**config.mk**
```make
export PLATFORM = sky130hd
export DESIGN_NAME = scwp_device_flat
export DESIGN_NICKNAME = d
export VERILOG_FILES = /design/src/scwp_pkg.sv /design/src/scwp_if.sv /design/src/scwp_device.sv /design/src/flat_wrapper.sv
export SDC_FILE = /design/constraint.sdc
export NUM_CORES = 1
export LEC_CHECK = 0
export BUFFER_PORTS_ARGS = -buffer_cell sky130_fd_sc_hd__buf_4
export CAP_MARGIN = 20
export CORE_ASPECT_RATIO = 0.8
export CORE_MARGIN = 2
export CORE_UTILIZATION = 25
export CTS_CLUSTER_DIAMETER = 30
export DETAILED_ROUTE_END_ITERATION = 12
export GPL_ROUTABILITY_DRIVEN = 0
export PLACE_DENSITY = 0.45
export SYNTH_ARGS = -nofsm -noshare
export SYNTH_HDL_FRONTEND = slang
export SYNTH_SLANG_ARGS = --single-unit
```
**constraint.sdc**
```tcl
create_clock -name pclk -period 2.9 [get_ports pclk]
set_clock_uncertainty 0.05 [all_clocks]
set_input_delay 0.435 -clock pclk [delete_from_list [all_inputs] [get_ports pclk]]
set_output_delay 0.435 -clock pclk [all_outputs]
set_load 0.01 [all_outputs]
```
**src/scwp_pkg.sv**
```systemverilog
package scwp_pkg;
    // Frame layout
    localparam int FRAME_BITS = 32;
    localparam int HDR_BITS = 12;
    localparam int ADDR_BITS = 4;
    localparam int DATA_BITS = 16;
    localparam logic [11:0] HDR_PATTERN = 12'h001;
    localparam logic [5:0] FRAME_LAST = 6'h1F;
    localparam logic [5:0] HDR_LAST = 6'h0B;
    // Register addresses
    localparam logic [3:0] ADDR_CAL = 4'h0;
    localparam logic [3:0] ADDR_CONFIG = 4'h1;
    localparam logic [3:0] ADDR_I_OFFSET = 4'h2;
    localparam logic [3:0] ADDR_I_FULLSCALE = 4'h3;
    localparam logic [3:0] ADDR_EXT_CONFIG = 4'h9;
    localparam logic [3:0] ADDR_Q_OFFSET = 4'hA;
    localparam logic [3:0] ADDR_Q_FULLSCALE = 4'hB;
    localparam logic [3:0] ADDR_PHASE_FINE = 4'hE;
    localparam logic [3:0] ADDR_PHASE_COARSE = 4'hF;
    // Reset values
    localparam logic [15:0] CAL_RESET = 16'h7FFF;
    localparam logic [15:0] CONFIG_RESET = 16'hB2FF;
    localparam logic [15:0] GEN_RESET = 16'h0000;
    localparam int CAL_BIT = 15;
    localparam logic [15:0] CAL_FILL = 16'h7FFF;
    // Host APB register offsets
    localparam logic [11:0] OFS_CMD = 12'h000;
    localparam logic [11:0] OFS_STATUS = 12'h004;
    localparam logic [11:0] OFS_CTRL = 12'h008;
    localparam int CMD_ADDR_LSB = 16;
    localparam int CTRL_HOLD_BIT = 0;
    // Serial clock divider: half period in pclk cycles (160 ns period)
    localparam int SCLK_PERIOD_NS = 160;
    localparam int PCLK_PERIOD_NS = 20;
    localparam logic [3:0] SCLK_HALF = 4'((SCLK_PERIOD_NS / PCLK_PERIOD_NS) / 2);
endpackage : scwp_pkg

```
**src/scwp_if.sv**
```systemverilog
`timescale 1ns/1ns
interface scwp_if;
    logic sclk; // Serial shift clock, host driven
    logic serial_select_n; // Active low frame select
    logic serial_data_in; // Serial data, MSB first
    modport device (input sclk, input serial_select_n, input serial_data_in);
    modport host (output sclk, output serial_select_n, output serial_data_in);
endinterface : scwp_if

```
**src/scwp_device.sv**
```systemverilog
`timescale 1ns/1ns
module scwp_device
(
    input wire logic pclk,
    input wire logic presetn,
    scwp_if.device link,
    input wire logic extended_mode, // High selects extended control
    input wire logic power_down, // Converter power-down request
    output logic [15:0] cal_reg_q,
    output logic [15:0] config_q,
    output logic [15:0] i_offset_q,
    output logic [15:0] i_fullscale_q,
    output logic [15:0] ext_config_q,
    output logic [15:0] q_offset_q,
    output logic [15:0] q_fullscale_q,
    output logic [15:0] phase_fine_q,
    output logic [15:0] phase_coarse_q,
    output logic cal_start, // One-cycle calibration request
    output logic power_down_q, // Registered power-down state
    output logic frame_error // One-cycle pulse on a full frame with bad header or reserved address
);
    // Two-flop synchronisers for the pins
    logic [1:0] sclk_s_r;
    logic [1:0] sel_s_r;
    logic [1:0] dat_s_r;
    logic [1:0] ext_s_r;
    logic sclk_d_r; // Previous synced clock for edge find
    logic [5:0] bit_cnt_r; // Bit position in frame
    logic [30:0] shift_r; // Bits received so far
    logic bad_hdr_r; // Header mismatch seen
    logic [15:0] cal_r, cfg_r, ioff_r, ifs_r, ext_r, qoff_r, qfs_r, pf_r, pc_r;
    logic cal_start_r, frame_err_r, pd_r;

    // Decode of synchronised pins
    wire sclk_rise = sclk_s_r[1] & ~sclk_d_r;
    wire sel_active = ~sel_s_r[1];
    wire ext_on = ext_s_r[1];
    wire take_bit = sclk_rise & sel_active & ext_on;
    wire [31:0] frame = {shift_r, dat_s_r[1]};
    wire hdr_ok_now = (frame[11:0] == scwp_pkg::HDR_PATTERN);
    wire at_hdr_end = (bit_cnt_r == scwp_pkg::HDR_LAST);
    wire at_end = (bit_cnt_r == scwp_pkg::FRAME_LAST);
    wire frame_done = take_bit & at_end;
    wire commit = frame_done & ~bad_hdr_r;
    wire [3:0] waddr = frame[19:16];
    wire [15:0] wdata = frame[15:0];
    wire addr_ok = (waddr == scwp_pkg::ADDR_CAL) | (waddr == scwp_pkg::ADDR_CONFIG) |
        (waddr == scwp_pkg::ADDR_I_OFFSET) | (waddr == scwp_pkg::ADDR_I_FULLSCALE) |
        (waddr == scwp_pkg::ADDR_EXT_CONFIG) | (waddr == scwp_pkg::ADDR_Q_OFFSET) |
        (waddr == scwp_pkg::ADDR_Q_FULLSCALE) | (waddr == scwp_pkg::ADDR_PHASE_FINE) |
        (waddr == scwp_pkg::ADDR_PHASE_COARSE);

    // Write strobe for one address
    function automatic logic hit(input logic [3:0] a);
        hit = commit & (waddr == a);
    endfunction : hit

    // Pin synchronisers; first stage read only by the second
    always_ff @(posedge pclk or negedge presetn)
    begin
        if (!presetn)
        begin
            sclk_s_r <= 2'h0;
            sel_s_r <= 2'h3;
            dat_s_r <= 2'h0;
            ext_s_r <= 2'h0;
            sclk_d_r <= 1'b0;
        end
        else
        begin
            sclk_s_r <= {sclk_s_r[0], link.sclk};
            sel_s_r <= {sel_s_r[0], link.serial_select_n};
            dat_s_r <= {dat_s_r[0], link.serial_data_in};
            ext_s_r <= {ext_s_r[0], extended_mode};
            sclk_d_r <= sclk_s_r[1];
        end
    end

    // Frame shifter and bit counter
    always_ff @(posedge pclk or negedge presetn)
    begin
        if (!presetn)
        begin
            bit_cnt_r <= 6'h00;
            shift_r <= 31'h0;
            bad_hdr_r <= 1'b0;
        end
        else if (!sel_active || !ext_on)
        begin
            // Select release abandons a partial frame
            bit_cnt_r <= 6'h00;
            bad_hdr_r <= 1'b0;
        end
        else if (take_bit)
        begin
            shift_r <= frame[30:0];
            if (at_end)
            begin
                // Wrap so the next frame starts at bit 0
                bit_cnt_r <= 6'h00;
                bad_hdr_r <= 1'b0;
            end
            else
            begin
                bit_cnt_r <= bit_cnt_r + 6'h01;
                if (at_hdr_end && !hdr_ok_now)
                begin
                    bad_hdr_r <= 1'b1;
                end
            end
        end
    end

    // Register file; power_down never touches it
    always_ff @(posedge pclk or negedge presetn)
    begin
        if (!presetn)
        begin
            cal_r <= scwp_pkg::CAL_RESET;
            cfg_r <= scwp_pkg::CONFIG_RESET;
            ioff_r <= scwp_pkg::GEN_RESET;
            ifs_r <= scwp_pkg::GEN_RESET;
            ext_r <= scwp_pkg::GEN_RESET;
            qoff_r <= scwp_pkg::GEN_RESET;
            qfs_r <= scwp_pkg::GEN_RESET;
            pf_r <= scwp_pkg::GEN_RESET;
            pc_r <= scwp_pkg::GEN_RESET;
        end
        else
        begin
            // Reserved addresses match no strobe
            if (hit(scwp_pkg::ADDR_CAL))
            begin
                cal_r <= wdata;
            end
            if (hit(scwp_pkg::ADDR_CONFIG))
            begin
                cfg_r <= wdata;
            end
            if (hit(scwp_pkg::ADDR_I_OFFSET))
            begin
                ioff_r <= wdata;
            end
            if (hit(scwp_pkg::ADDR_I_FULLSCALE))
            begin
                ifs_r <= wdata;
            end
            if (hit(scwp_pkg::ADDR_EXT_CONFIG))
            begin
                ext_r <= wdata;
            end
            if (hit(scwp_pkg::ADDR_Q_OFFSET))
            begin
                qoff_r <= wdata;
            end
            if (hit(scwp_pkg::ADDR_Q_FULLSCALE))
            begin
                qfs_r <= wdata;
            end
            if (hit(scwp_pkg::ADDR_PHASE_FINE))
            begin
                pf_r <= wdata;
            end
            if (hit(scwp_pkg::ADDR_PHASE_COARSE))
            begin
                pc_r <= wdata;
            end
        end
    end

    // Calibration pulse, frame error and power-down state
    always_ff @(posedge pclk or negedge presetn)
    begin
        if (!presetn)
        begin
            cal_start_r <= 1'b0;
            frame_err_r <= 1'b0;
            pd_r <= 1'b0;
        end
        else
        begin
            cal_start_r <= hit(scwp_pkg::ADDR_CAL) & wdata[scwp_pkg::CAL_BIT];
            frame_err_r <= (frame_done & bad_hdr_r) | (commit & ~addr_ok);
            pd_r <= power_down;
        end
    end

    // All outputs straight from flops
    assign cal_reg_q = cal_r;
    assign config_q = cfg_r;
    assign i_offset_q = ioff_r;
    assign i_fullscale_q = ifs_r;
    assign ext_config_q = ext_r;
    assign q_offset_q = qoff_r;
    assign q_fullscale_q = qfs_r;
    assign phase_fine_q = pf_r;
    assign phase_coarse_q = pc_r;
    assign cal_start = cal_start_r;
    assign frame_error = frame_err_r;
    assign power_down_q = pd_r;
endmodule : scwp_device

```
**src/flat_wrapper.sv**
```systemverilog
// flat-port wrapper written by rule: the top's interface ports become plain ports
module scwp_device_flat 
  (pclk, presetn, extended_mode, power_down, cal_reg_q, config_q, i_offset_q, i_fullscale_q, ext_config_q, q_offset_q, q_fullscale_q, phase_fine_q, phase_coarse_q, cal_start, power_down_q, frame_error, link_sclk, link_serial_select_n, link_serial_data_in);
  scwp_if link_i ();
  input wire logic pclk;
  input wire logic presetn;
  input wire logic extended_mode;
  input wire logic power_down;
  output logic [15:0] cal_reg_q;
  output logic [15:0] config_q;
  output logic [15:0] i_offset_q;
  output logic [15:0] i_fullscale_q;
  output logic [15:0] ext_config_q;
  output logic [15:0] q_offset_q;
  output logic [15:0] q_fullscale_q;
  output logic [15:0] phase_fine_q;
  output logic [15:0] phase_coarse_q;
  output logic cal_start;
  output logic power_down_q;
  output logic frame_error;
  input wire logic [$bits(link_i.sclk)-1:0] link_sclk;
  input wire logic [$bits(link_i.serial_select_n)-1:0] link_serial_select_n;
  input wire logic [$bits(link_i.serial_data_in)-1:0] link_serial_data_in;
  assign link_i.sclk = link_sclk;
  assign link_i.serial_select_n = link_serial_select_n;
  assign link_i.serial_data_in = link_serial_data_in;
  scwp_device u_core (.pclk(pclk), .presetn(presetn), .link(link_i), .extended_mode(extended_mode), .power_down(power_down), .cal_reg_q(cal_reg_q), .config_q(config_q), .i_offset_q(i_offset_q), .i_fullscale_q(i_fullscale_q), .ext_config_q(ext_config_q), .q_offset_q(q_offset_q), .q_fullscale_q(q_fullscale_q), .phase_fine_q(phase_fine_q), .phase_coarse_q(phase_coarse_q), .cal_start(cal_start), .power_down_q(power_down_q), .frame_error(frame_error));
endmodule
```
==> metrics.md <==
| Metric | Value |
|---|---|
| Depth of the CTS H-tree | `4` |
| Register bit total from synthesis | `182` |
| Synth warnings | `0` |
| Unrepaired setup endpoints after global routing | `no` |
| Worst slack, placed | `0.440 ns` |
| First-pass GRT wire length | `29.4 mm` |
| Syn avg cell area | `14.8 µm²` |
| Ys flop type | `dfrtp_1` |
| Die W | `193 µm` |
| I/O pin count | `154` |
| Congestion Overflow GR | `0` |
| Arr. time, crit path | `2.71 ns` |
| Routed via count | `4321` |
| Critical-path maximum fanout | `20` |
| Drt initial violations | `131` |
| Post-DP Area | `8630 µm²` |
| Pin count of the biggest net entering global routing | `103` |
| Yosys cell types | `39` |
| CTS Buffer Depth | `2` |
| Maxcap violations | `0` |
| Maximum VDD drop | `411 µV` |
| Non-Filler Instances | `1014` |
| Pin slew with the least headroom to its limit | `0.929 ns` |
| FMAX | `407 MHz` |
| FP Rows | `55` |
| DR pass1 iterations | `7` |
| Final WL | `19.6 mm` |
| Root Buffer | `clkbuf_16` |
| Vias in the first global route | `4621` |
| DRC viols | `0` |
| Sinks on Clock Net | `182` |
| Final instance area | `9260 µm²` |
| Max-slew violation count | `0` |
| CP Launch Type | `register` |
| CTS clock-pin slew for the worst setup and hold paths | `0.07 ns` |
| Final Hold Fails | `0` |
| Mapped cell area | `7120 µm²` |
| Gate count of the mapped netlist | `482` |
| Post-DR wirelength/cell | `19.3 µm` |
| Core Area | `28100 µm²` |
| Initial antenna violation count | `0` |
| # setup viols final | `0` |
| Final net count | `639` |
| Commonest cells after routing, fill and taps aside | `162 x buf_4, 153 x dfrtp_1, 128 x mux2_2` |
| Share of layout cells above drive strength 1 | `58.5%` |
| GR Util All Layers | `13.5%` |
| EDFF count, synth | `0` |
| Leakage | `0.00479 µW` |
| Worst Setup Path Type | `register to register` |
| Chip height | `155 µm` |
| Syn nets | `490` |
| Critical Path RT | `3.15 ns` |
| Starting Density | `25.3%` |
| Cell Pwr Density | `562 nW/µm²` |
| Hold crit path type | `primary input to register` |
| CTS Buf Count | `17` |
| Worst skew pair latency | `0.42 ns` |
| Asr flop ratio synth | `100%` |
| Min Tclk post-route | `2.46 ns` |
| I/O Buffers | `153` |
| Final period utilization | `84.8%` |
| Layout area overhead | `30.2%` |
| N_diodes | `0` |
| Critical Path End Type | `register` |
| Dpl cells | `981` |
| Most common cell after layout, fill and taps aside | `buf_4` |
| Drt via density | `4.26` |
| DRT antenna net count | `0` |
| Die area | `29800 µm²` |
| CTS tree | `done` |
| Seq/Total Area, Yosys | `64.5%` |
| Slew headroom | `38.0%` |
| Dpl hpwl | `13.2 mm` |
| Worst setup margin | `0.441 ns` |
| Run status | `finished clean` |
| WHS | `0.0667 ns` |
| Setup tns final | `0 ns` |
[final cells by class]
| cell class | count | area [µm²] |
|---|---|---|
| flip-flops and latches | 182 | 4590 |
| inverters | 2 | 7.51 |
| fillers | 2756 | 18900 |
| multi-input cells | 263 | 2320 |
| repair buffers | 165 | 1260 |
| clock buffers | 19 | 453 |
| well taps | 370 | 463 |
| clock inverters | 13 | 168 |
[cells in the mapped netlist (4+ instances only)]
master,number,area [µm²]
a21oi_1,5,25.0
nor2_1,8,30.0
dfstp_2,29,762
o21ai_0,4,20.0
mux2_4,13,195
buf_6,4,45.0
dfrtp_1,153,3830
clkbuf_1,20,75.1
mux2_2,128,1440
nand2_1,59,221
buf_2,7,35.0
nor2_2,4,25.0
nand3_1,7,35.0
[cells by family after synthesis]
| kind of cell | count (synthesis) | share of synthesized area, % |
|---|---|---|
| adders and majority gates | 1 | 0.176 |
| DFF | 182 | 64.5 |
| AOI/OAI and AO/OA | 12 | 0.967 |
| muxes | 144 | 23.5 |
| xor gates and xnor gates | 4 | 0.492 |
| buffers and inverters | 37 | 2.88 |
| and+or+nand+nor | 102 | 7.49 |
[worst max-delay path: stages, from the launching register on]
cell and delay, ns:
dfrtp_1 0.37, nor2b_1 0.52, nand2_2 0.42, nor4_4 0.30
buf_4 0.30, mux2_2 0.37
[worst paths after layout]
check / from / endpoint / slack, ns / depth (start not counted)
setup / recovery: u_core.sclk_s_r[1] / u_core.phase_fine_q[15] / 0.44 / 5
hold / removal: power_down / u_core.power_down_q / 0.07 / 1
setup reg to reg: u_core.sclk_s_r[1] / u_core.phase_fine_q[15] / 0.44 / 5
hold reg to reg: u_core.dat_s_r[0] / u_core.dat_s_r[1] / 0.30 / 0
max in group asynchronous: presetn / u_core.cal_reg_q[10] / 1.45 / 3
min in group asynchronous: presetn / u_core.sclk_s_r[0] / 0.47 / 2
[through the flow]
| stage | util [%] | power (µW) |
|---|---|---|
| 3_5_place_dp | 30.7 | 2820 |
| 5_1_grt | 32.9 | 5420 |
| 6_report | 32.9 | 5200 |
| 4_1_cts | 32.9 | 5310 |
| 2_1_floorplan | - | 2690 |
| 3_3_place_gp | 30.7 | 2820 |
[flip-flops by register name (all words and copies together) (netlist names), 2 cells and up]
signal and cells:
u_core.q_offset_q 16, u_core.ext_s_r 2, u_core.sclk_s_r 2, u_core.ext_config_q 16
u_core.shift_r 19, u_core.phase_fine_q 16, u_core.sel_s_r 2, u_core.dat_s_r 2
u_core.bit_cnt_r 6, u_core.i_offset_q 16, u_core.config_q 16, u_core.phase_coarse_q 16
u_core.q_fullscale_q 16, u_core.i_fullscale_q 16, u_core.cal_reg_q 16
[report_power, final]
part / total (µW) / internal (µW) / switching (µW) / leakage [µW]
clock network: 2430 / 1420 / 1020 / 0.000306
registers: 2660 / 2560 / 94.4 / 0.00242
logic: 111 / 32.6 / 78.6 / 0.00207
[timing repair]
item                      CTS  global route
resized for setup           0             0
hold endpoints to repair   32             0
hold buffers                1             0
setup buffers               0             0
[routing by layer]
layer,track usage [%],vias to the layer above,part of all wire [%]
met1,18.8,2243,47
met2,20.0,112,45
met5,0,-,0
met3,4.08,17,5.8
met4,4.54,0,1.6
li1,-,1949,-
Power figures use the tool's default switching activity.
